## src/inc/rdsel_pkg.sv

```systemverilog
// package: register map, setting codes, boost tables and level decode
package rdsel_pkg;
   // ********************************
   // register map
   // ********************************
   localparam logic [7:0] RDSEL_DRIVE_CFG_OFS = 8'h00; // drive_config_byte
   localparam logic [7:0] RDSEL_BOOST_MODE_OFS = 8'h01; // boost_mode_byte
   localparam logic [7:0] RDSEL_DRIVE_CFG_RST = 8'h06; // 1200mV swing, 6dB pre-emphasis
   localparam logic [7:0] RDSEL_BOOST_MODE_RST = 8'h00;
   localparam logic [7:0] RDSEL_BOOST_MODE_MASK = 8'h0F; // upper nibble reserved, reads zero
   localparam logic [7:0] RDSEL_RDATA_RST = 8'h00; // also the answer to unmapped reads
   // ********************************
   // field positions
   // ********************************
   localparam int RDSEL_BAND_POS = 4; // boost band bit in drive_config_byte
   localparam int RDSEL_LOW_POS = 5; // boost code low bits, three wide
   localparam int RDSEL_PE_POS = 2; // pre-emphasis setting, two wide
   localparam int RDSEL_SW_POS = 0; // swing setting, two wide
   localparam int RDSEL_ABS_POS = 0; // adaptive boost select in boost_mode_byte
   localparam int RDSEL_LVL_POS = 2; // boost level in boost_mode_byte
   // ********************************
   // three-level and setting codes
   // ********************************
   localparam logic [1:0] RDSEL_TL_LOW = 2'h0;
   localparam logic [1:0] RDSEL_TL_MID = 2'h1;
   localparam logic [1:0] RDSEL_TL_HIGH = 2'h3;
   localparam logic [1:0] RDSEL_SWING_800MV = 2'h3;
   localparam logic [1:0] RDSEL_SWING_RST = 2'h2; // 1200mV
   localparam logic [1:0] RDSEL_PE_0DB = 2'h3;
   localparam logic [1:0] RDSEL_PE_RST = 2'h1; // 6dB
   localparam logic [3:0] RDSEL_BOOST_RST = 4'h0;
   // ********************************
   // boost tables, entry n at bits 4n+3:4n, n = pre-emphasis
   // ********************************
   localparam logic [15:0] RDSEL_ADAPT_LOW_TBL = 16'h037A;
   localparam logic [15:0] RDSEL_ADAPT_MID_TBL = 16'h37AD;
   localparam logic [15:0] RDSEL_ADAPT_HIGH_TBL = 16'h9BDF;
   localparam logic [3:0] RDSEL_FIXED_LOW = 4'h0;
   localparam logic [3:0] RDSEL_FIXED_MID = 4'hC;
   localparam logic [3:0] RDSEL_FIXED_HIGH = 4'hF;

   // decoded three-level input
   typedef enum logic [2:0] {RDSEL_LOW = 3'h1, RDSEL_MID = 3'h2, RDSEL_HIGH = 3'h4} rdsel_level_e;

   // reserved code 10 decodes as middle so no input is left undefined
   function automatic rdsel_level_e rdsel_decode_level(input logic [1:0] code);
      case (code)
         RDSEL_TL_LOW: return RDSEL_LOW;
         RDSEL_TL_HIGH: return RDSEL_HIGH;
         default: return RDSEL_MID;
      endcase
   endfunction

   // picks one nibble of a boost table by pre-emphasis setting
   function automatic logic [3:0] rdsel_table_pick(input logic [15:0] tbl, input logic [1:0] pe);
      return tbl[{pe, 2'h0} +: 4];
   endfunction
endpackage

```

## src/inc/rdsel_sel_if.sv

```systemverilog
// interface: selected sources passed between the select submodules
`timescale 1ns/1ps
interface rdsel_sel_if;
   rdsel_pkg::rdsel_level_e ctl_level; // decoded control source
   rdsel_pkg::rdsel_level_e abs_level; // effective adaptive boost select
   rdsel_pkg::rdsel_level_e lvl_level; // effective boost level
   logic [1:0] swing_setting; // chosen swing
   logic [1:0] preemphasis_setting; // chosen pre-emphasis
   logic [3:0] pin_code; // boost code built from swing and pre-emphasis pins
   logic [3:0] reg_code; // boost code held in drive_config_byte
   logic [3:0] boost_code; // final boost code
   modport mux (output ctl_level, abs_level, lvl_level, swing_setting, preemphasis_setting, pin_code, reg_code);
   modport map (input ctl_level, abs_level, lvl_level, preemphasis_setting, pin_code, reg_code,
                output boost_code);
   modport top (input boost_code, swing_setting, preemphasis_setting);
endinterface

```

## src/design/rdsel_source_mux.sv

```systemverilog
// module: picks register, pin or listener sources by control source level
`timescale 1ns/1ps
module rdsel_source_mux (
   input wire logic [7:0] drive_config_byte_in,
   input wire logic [7:0] boost_mode_byte_in,
   input wire logic [1:0] control_source_pin_in,
   input wire logic [1:0] adaptive_boost_select_in,
   input wire logic [1:0] boost_level_pin_in,
   input wire logic swing_pin_zero_in,
   input wire logic swing_pin_one_in,
   input wire logic preemphasis_pin_zero_in,
   input wire logic preemphasis_pin_one_in,
   input wire logic cable_adapter_detect_in,
   input wire logic [1:0] aux_swing_in,
   input wire logic [1:0] aux_preemphasis_in,
   rdsel_sel_if.mux sel
);
   import rdsel_pkg::*;
   rdsel_level_e ctl; // local copy, avoids reading back the interface

   // ********************************
   // source selection
   // ********************************
   always_comb begin
      ctl = rdsel_decode_level(control_source_pin_in);
      sel.ctl_level = ctl;
      sel.pin_code = {swing_pin_zero_in, preemphasis_pin_one_in, preemphasis_pin_zero_in, swing_pin_one_in};
      sel.reg_code = {drive_config_byte_in[RDSEL_BAND_POS], drive_config_byte_in[RDSEL_LOW_POS +: 3]};
      case (ctl)
         RDSEL_LOW: begin
            // register mode: both bytes govern
            sel.abs_level = rdsel_decode_level(boost_mode_byte_in[RDSEL_ABS_POS +: 2]);
            sel.lvl_level = rdsel_decode_level(boost_mode_byte_in[RDSEL_LVL_POS +: 2]);
            sel.swing_setting = drive_config_byte_in[RDSEL_SW_POS +: 2];
            sel.preemphasis_setting = drive_config_byte_in[RDSEL_PE_POS +: 2];
         end
         RDSEL_HIGH: begin
            // pin mode
            sel.abs_level = rdsel_decode_level(adaptive_boost_select_in);
            sel.lvl_level = rdsel_decode_level(boost_level_pin_in);
            sel.swing_setting = {swing_pin_one_in, swing_pin_zero_in};
            sel.preemphasis_setting = {preemphasis_pin_one_in, preemphasis_pin_zero_in};
         end
         default: begin
            // middle: listener drives unless a cable adapter is seen
            sel.abs_level = rdsel_decode_level(adaptive_boost_select_in);
            sel.lvl_level = rdsel_decode_level(boost_level_pin_in);
            sel.swing_setting = cable_adapter_detect_in ? RDSEL_SWING_800MV : aux_swing_in;
            sel.preemphasis_setting = cable_adapter_detect_in ? RDSEL_PE_0DB : aux_preemphasis_in;
         end
      endcase
   end
endmodule // rdsel_source_mux

```

## src/design/rdsel_boost_map.sv

```systemverilog
// module: maps selected mode, level and pre-emphasis to a boost code
`timescale 1ns/1ps
module rdsel_boost_map (
   rdsel_sel_if.map sel
);
   import rdsel_pkg::*;

   // ********************************
   // boost code decision
   // ********************************
   always_comb begin
      case (sel.abs_level)
         RDSEL_LOW: begin
            if (sel.ctl_level == RDSEL_LOW) begin
               // register mode with adaptive off: code taken as written
               sel.boost_code = sel.reg_code;
            end else begin
               // fixed pin mode, same at every link rate
               case (sel.lvl_level)
                  RDSEL_LOW: sel.boost_code = RDSEL_FIXED_LOW;
                  RDSEL_HIGH: sel.boost_code = RDSEL_FIXED_HIGH;
                  default: sel.boost_code = RDSEL_FIXED_MID;
               endcase
            end
         end
         RDSEL_MID: begin
            if (sel.ctl_level == RDSEL_MID) begin
               sel.boost_code = sel.pin_code;
            end else begin
               // lone middle select falls back to adaptive
               sel.boost_code = rdsel_table_pick(RDSEL_ADAPT_MID_TBL, sel.preemphasis_setting);
            end
         end
         default: begin
            // adaptive: table row follows the boost level
            case (sel.lvl_level)
               RDSEL_LOW: sel.boost_code = rdsel_table_pick(RDSEL_ADAPT_LOW_TBL, sel.preemphasis_setting);
               RDSEL_HIGH: sel.boost_code = rdsel_table_pick(RDSEL_ADAPT_HIGH_TBL, sel.preemphasis_setting);
               default: sel.boost_code = rdsel_table_pick(RDSEL_ADAPT_MID_TBL, sel.preemphasis_setting);
            endcase
         end
      endcase
   end
endmodule // rdsel_boost_map

```

## src/design/rdsel_top.sv

```systemverilog
// module: drive setting select top, config bytes, output registers, checks
`timescale 1ns/1ps
module rdsel_top (
   input wire logic mclk_in,
   input wire logic reset_n_in,
   input wire logic cfg_wr_in,
   input wire logic cfg_rd_in,
   input wire logic [7:0] cfg_addr_in,
   input wire logic [7:0] cfg_wdata_in,
   input wire logic [1:0] control_source_pin_in,
   input wire logic [1:0] adaptive_boost_select_in,
   input wire logic [1:0] boost_level_pin_in,
   input wire logic swing_pin_zero_in,
   input wire logic swing_pin_one_in,
   input wire logic preemphasis_pin_zero_in,
   input wire logic preemphasis_pin_one_in,
   input wire logic cable_adapter_detect_in,
   input wire logic [1:0] aux_swing_in,
   input wire logic [1:0] aux_preemphasis_in,
   output logic [7:0] cfg_rdata_out,
   output logic [3:0] boost_code_out,
   output logic [1:0] swing_setting_out,
   output logic [1:0] preemphasis_setting_out
);
   import rdsel_pkg::*;

   // ********************************
   // declarations
   // ********************************
   logic [7:0] drive_config_byte; // boost, pre-emphasis and swing fields
   logic [7:0] boost_mode_byte; // stand-in for select and level pins
   logic [7:0] next_drive_config_byte;
   logic [7:0] next_boost_mode_byte;
   logic [7:0] next_cfg_rdata; // read answer for the next cycle
   logic [3:0] next_boost_code;
   logic [1:0] next_swing_setting;
   logic [1:0] next_preemphasis_setting;

   rdsel_sel_if sel (); // carries the selected sources

   // ********************************
   // source selection and boost map
   // ********************************
   rdsel_source_mux u_mux (
      .drive_config_byte_in(drive_config_byte),
      .boost_mode_byte_in(boost_mode_byte),
      .control_source_pin_in(control_source_pin_in),
      .adaptive_boost_select_in(adaptive_boost_select_in),
      .boost_level_pin_in(boost_level_pin_in),
      .swing_pin_zero_in(swing_pin_zero_in),
      .swing_pin_one_in(swing_pin_one_in),
      .preemphasis_pin_zero_in(preemphasis_pin_zero_in),
      .preemphasis_pin_one_in(preemphasis_pin_one_in),
      .cable_adapter_detect_in(cable_adapter_detect_in),
      .aux_swing_in(aux_swing_in),
      .aux_preemphasis_in(aux_preemphasis_in),
      .sel(sel.mux)
   );

   rdsel_boost_map u_map (
      .sel(sel.map)
   );

   // ********************************
   // configuration bytes
   // ********************************
   // writes land next edge; reserved bits of boost_mode_byte are never stored
   always_comb begin
      next_drive_config_byte = drive_config_byte;
      next_boost_mode_byte = boost_mode_byte;
      if (cfg_wr_in) begin
         if (cfg_addr_in == RDSEL_DRIVE_CFG_OFS) begin
            next_drive_config_byte = cfg_wdata_in;
         end else if (cfg_addr_in == RDSEL_BOOST_MODE_OFS) begin
            next_boost_mode_byte = cfg_wdata_in & RDSEL_BOOST_MODE_MASK;
         end
      end
   end

   // read answer: a read in the same cycle as a write returns the old value
   always_comb begin
      next_cfg_rdata = cfg_rdata_out;
      if (cfg_rd_in) begin
         case (cfg_addr_in)
            RDSEL_DRIVE_CFG_OFS: next_cfg_rdata = drive_config_byte;
            RDSEL_BOOST_MODE_OFS: next_cfg_rdata = boost_mode_byte;
            default: next_cfg_rdata = RDSEL_RDATA_RST; // unmapped reads zero
         endcase
      end
   end

   always_ff @(posedge mclk_in) begin
      if (!reset_n_in) begin
         drive_config_byte <= RDSEL_DRIVE_CFG_RST;
         boost_mode_byte <= RDSEL_BOOST_MODE_RST;
         cfg_rdata_out <= RDSEL_RDATA_RST;
      end else begin
         drive_config_byte <= next_drive_config_byte;
         boost_mode_byte <= next_boost_mode_byte;
         cfg_rdata_out <= next_cfg_rdata;
      end
   end

   // ********************************
   // output settings
   // ********************************
   // registered so the analog side never sees a decode glitch; costs one cycle
   always_comb begin
      next_boost_code = sel.boost_code;
      next_swing_setting = sel.swing_setting;
      next_preemphasis_setting = sel.preemphasis_setting;
   end

   always_ff @(posedge mclk_in) begin
      if (!reset_n_in) begin
         boost_code_out <= RDSEL_BOOST_RST;
         swing_setting_out <= RDSEL_SWING_RST;
         preemphasis_setting_out <= RDSEL_PE_RST;
      end else begin
         boost_code_out <= next_boost_code;
         swing_setting_out <= next_swing_setting;
         preemphasis_setting_out <= next_preemphasis_setting;
      end
   end

   // shorthand for the pin-mode conditions used below
   logic ctl_low;
   logic ctl_mid;
   logic ctl_high;
   logic abs_pin_high;
   logic [1:0] pe_pins; // pre-emphasis pins as one field
   assign ctl_low = (control_source_pin_in == RDSEL_TL_LOW);
   assign ctl_mid = (control_source_pin_in == RDSEL_TL_MID);
   assign ctl_high = (control_source_pin_in == RDSEL_TL_HIGH);
   assign abs_pin_high = (adaptive_boost_select_in == RDSEL_TL_HIGH);
   assign pe_pins = {preemphasis_pin_one_in, preemphasis_pin_zero_in};
endmodule // rdsel_top

```

## config.mk

```make
export PLATFORM = sky130hd
export DESIGN_NAME = rdsel_top
export DESIGN_NICKNAME = d
export VERILOG_FILES = /design/src/inc/rdsel_pkg.sv /design/src/inc/rdsel_sel_if.sv /design/src/design/rdsel_source_mux.sv /design/src/design/rdsel_boost_map.sv /design/src/design/rdsel_top.sv
export SDC_FILE = /design/constraint.sdc
export NUM_CORES = 1
export LEC_CHECK = 0
export ABC_AREA = 1
export BUFFER_PORTS_ARGS = -buffer_cell sky130_fd_sc_hd__buf_2
export CAP_MARGIN = 20
export CORE_MARGIN = 3
export CORE_UTILIZATION = 55
export CTS_BUF_LIST = sky130_fd_sc_hd__clkbuf_4 sky130_fd_sc_hd__clkbuf_8 sky130_fd_sc_hd__clkbuf_16
export DETAILED_ROUTE_END_ITERATION = 6
export PLACE_DENSITY = 0.87
export SYNTH_ARGS = -nofsm -noshare
export SYNTH_HDL_FRONTEND = slang
export SYNTH_SLANG_ARGS = --single-unit
```

## constraint.sdc

```tcl
create_clock -name mclk_in -period 3.1 [get_ports mclk_in]
set_clock_uncertainty 0.05 [all_clocks]
set_input_delay 0.31 -clock mclk_in [delete_from_list [all_inputs] [get_ports mclk_in]]
set_output_delay 0.31 -clock mclk_in [all_outputs]
set_load 0.005 [all_outputs]
```

==> out/metrics.cfg <==
[status]
status=completed

[layout]
nNetsFinal=355
area_growth_pct=17.7
n_antenna_cell=0
drive_gt1_frac=0.211
finalInstanceArea_mm2=0.00200

[critical_path]
worstSetupPathType=in -> reg
cp-start-kind=primary input
critPathMostFrequentCell=inv_1
path_cells=buf_2, inv_1, ha_1, inv_1, nand2_1, nand2_2, nand3_1, inv_1, nand2_1, a21oi_1, a21oi_1
slowest_delay_ns=0.34
cp_data_arrival_time_ns=1.90
reg2reg_setup_slack_ns=1.41
slowest_stage=ha_1
crit_required_ns=3.29
cp-end-kind=register
cp_max_fo=13

[global_routing]
grt_pass1_wl_um=6220
grt_pass1_vias=1524
grt.total_usage=0.219
antenna_found_initial=0
grt-ovfl-total=0
grt_max_degree=25

[timing]
finalCriticalPeriod_ns=1.71
maxClockFrequency_mhz=583
fin_crit_sh=0.553
slew-limit-headroom=0.709
tns_ns=0
setup_viol=0
hold_violations=0
rsz0062_at_grt=false
maxSlewViolCount=0
worst_slew_pin_slew_ns=0.437

[clocking]
clk_path_buf_depth=2
postCtsSetupRepairBufs=0
clkSinkCount=28
cts_made_buffers=3
clk_latency_ns=0.33
cts-root-buf=clkbuf_4
cts_tree=built
cts_max_level=1
clk_pin_slew_worst_paths_ns=0.15
hold_buffers=0
cts_resized=0

[detailed_routing]
drt-met1-wl_um=1740
met2WireLength_um=1730
first_pass_iters=4
drt-initial-drc-count=67
num_vias=1709
wl_met3_um=184
drc=0
ant_nets=0
maxUsedRoutingLayer=met4
drt-vias-per-instance=5.04
wl_per_cell_um=10.9
finalWirelength_um=3710

[synth]
synth_edf_count=0
synthAdderAreaFrac=0.0811
ys_seq_area_frac=0.330
synth_top_area_frac=0.330
synthXorXnorAreaFrac=0.00516
synthArstFlopShare=0
synth-main-ff-cell=dfxtp_1
synth_simple_gate_area_frac=0.326
netlist_top_cells_count=nand2_1 (74), inv_1 (38), nor2_1 (32)
synth_compound_area_frac=0.145
yosys_warnings=0
synth_largest_area_cell=dfxtp_1
synth_most_common_cell=nand2_1
synth_top_family_by_area=simple AND/OR/NAND/NOR gates
synth.avg_cell_area_um2=6.53
synthMuxAreaShare=0
synth_area_leaders=dfxtp_1 (33%), nand2_1 (16%), inv_1 (8.4%), ha_1 (8.1%), nor2_1 (7.1%)
yosys.cell_types.count=23
ys_ff_latch=28
synth_nets=306
netlist_instances=260
syn_area_mm2=0.00170

[floorplanning]
rows=19
start_util=0.595
core_mm2=0.00285
ios=51
die_h_um=61.5
die_area_mm2=0.00379
chipWidth_um=61.5

[job]
cap_violations=0

[placed_design]
dp_hpwl_um=2970
place.port_buffers=50
placed_area_mm2=0.00194
gp_congestion=0.832

[pwr]
total_power_w=0.000794
p_leak_nw=1.09
powerDensity_mw_per_mm2=398
ir_drop_mv=0.415

[worst_hold_path]
min_path_type=in -> reg

-- state kept, by name, indices dropped and copies added (netlist names) --
signal                   count
drive_config_byte            8
boost_mode_byte              4
swing_setting_out            2
preemphasis_setting_out      2
boost_code_out               4
cfg_rdata_out                8
-- metal layers --
metal,global-route usage,up-vias
met5,0,-
met4,0.0788,0
met3,0.0461,7
met2,0.354,42
met1,0.289,742
li1,-,918
-- placed cells by master, fill, tap and decap left out, types with 2 or more instances in the layout --
cell type,n
nand2_1,74
buf_2,50
inv_1,38
nor2_1,32
dfxtp_1,28
o21ai_0,21
a21oi_1,17
nand3_1,13
ha_1,11
o211ai_1,4
nand2_2,3
nand3_2,3
clkbuf_4,3
inv_2,2
-- power breakdown --
group,switching [W],internal [W]
sequential,0.00000468,0.000378
clock,0.000108,0.000131
combinational,0.000103,0.0000695
-- through the flow --
step / util / hold slack [ns] / worst slack, ns / std cells
after floorplan: - / 0.373 / 1.54 / 260
after global placement: 0.682 / 0.411 / 1.10 / 335
after detailed placement: 0.682 / 0.415 / 1.04 / 335
after CTS: 0.700 / 0.135 / 1.40 / 339
after global routing: 0.700 / 0.145 / 1.16 / 339
final: 0.700 / 0.140 / 1.39 / 339
-- cells by family after synthesis --
kind of cell | after synthesis
AND/OR/NAND/NOR | 129
AO/OA/AOI/OAI | 45
flip-flops | 28
adder cells (fa/ha/maj) | 11
XOR/XNOR | 1
buffers and inverters | 46
-- area by class of cell --
| class | instances | area (um^2) |
|---|---|---|
| Tap cell | 31 | 38.8 |
| Fill cell | 263 | 856 |
| Inverter | 40 | 150 |
| Sequential cell | 28 | 561 |
| Timing Repair Buffer | 50 | 250 |
| Multi-Input combinational cell | 186 | 945 |
| Clock buffer | 3 | 22.5 |
| Clock inverter | 1 | 30.0 |
-- final timing paths --
check / from / to / depth (start not counted)
worst max-delay path: control_source_pin_in[0] / boost_code_out[2] / 11
worst min-delay path: cfg_wdata_in[2] / drive_config_byte[2] / 3
worst max register to register: boost_mode_byte[2] / boost_code_out[2] / 10
worst min register to register: cfg_rdata_out[1] / cfg_rdata_out[1] / 2
-- critical path, delay by kind of cell --
kind	cells	cell delay, ns
simple gates	4	0.40
fa+ha+maj	1	0.34
buf+inv	4	0.53
compound gates	2	0.31
(Power assumes the default switching activity.)
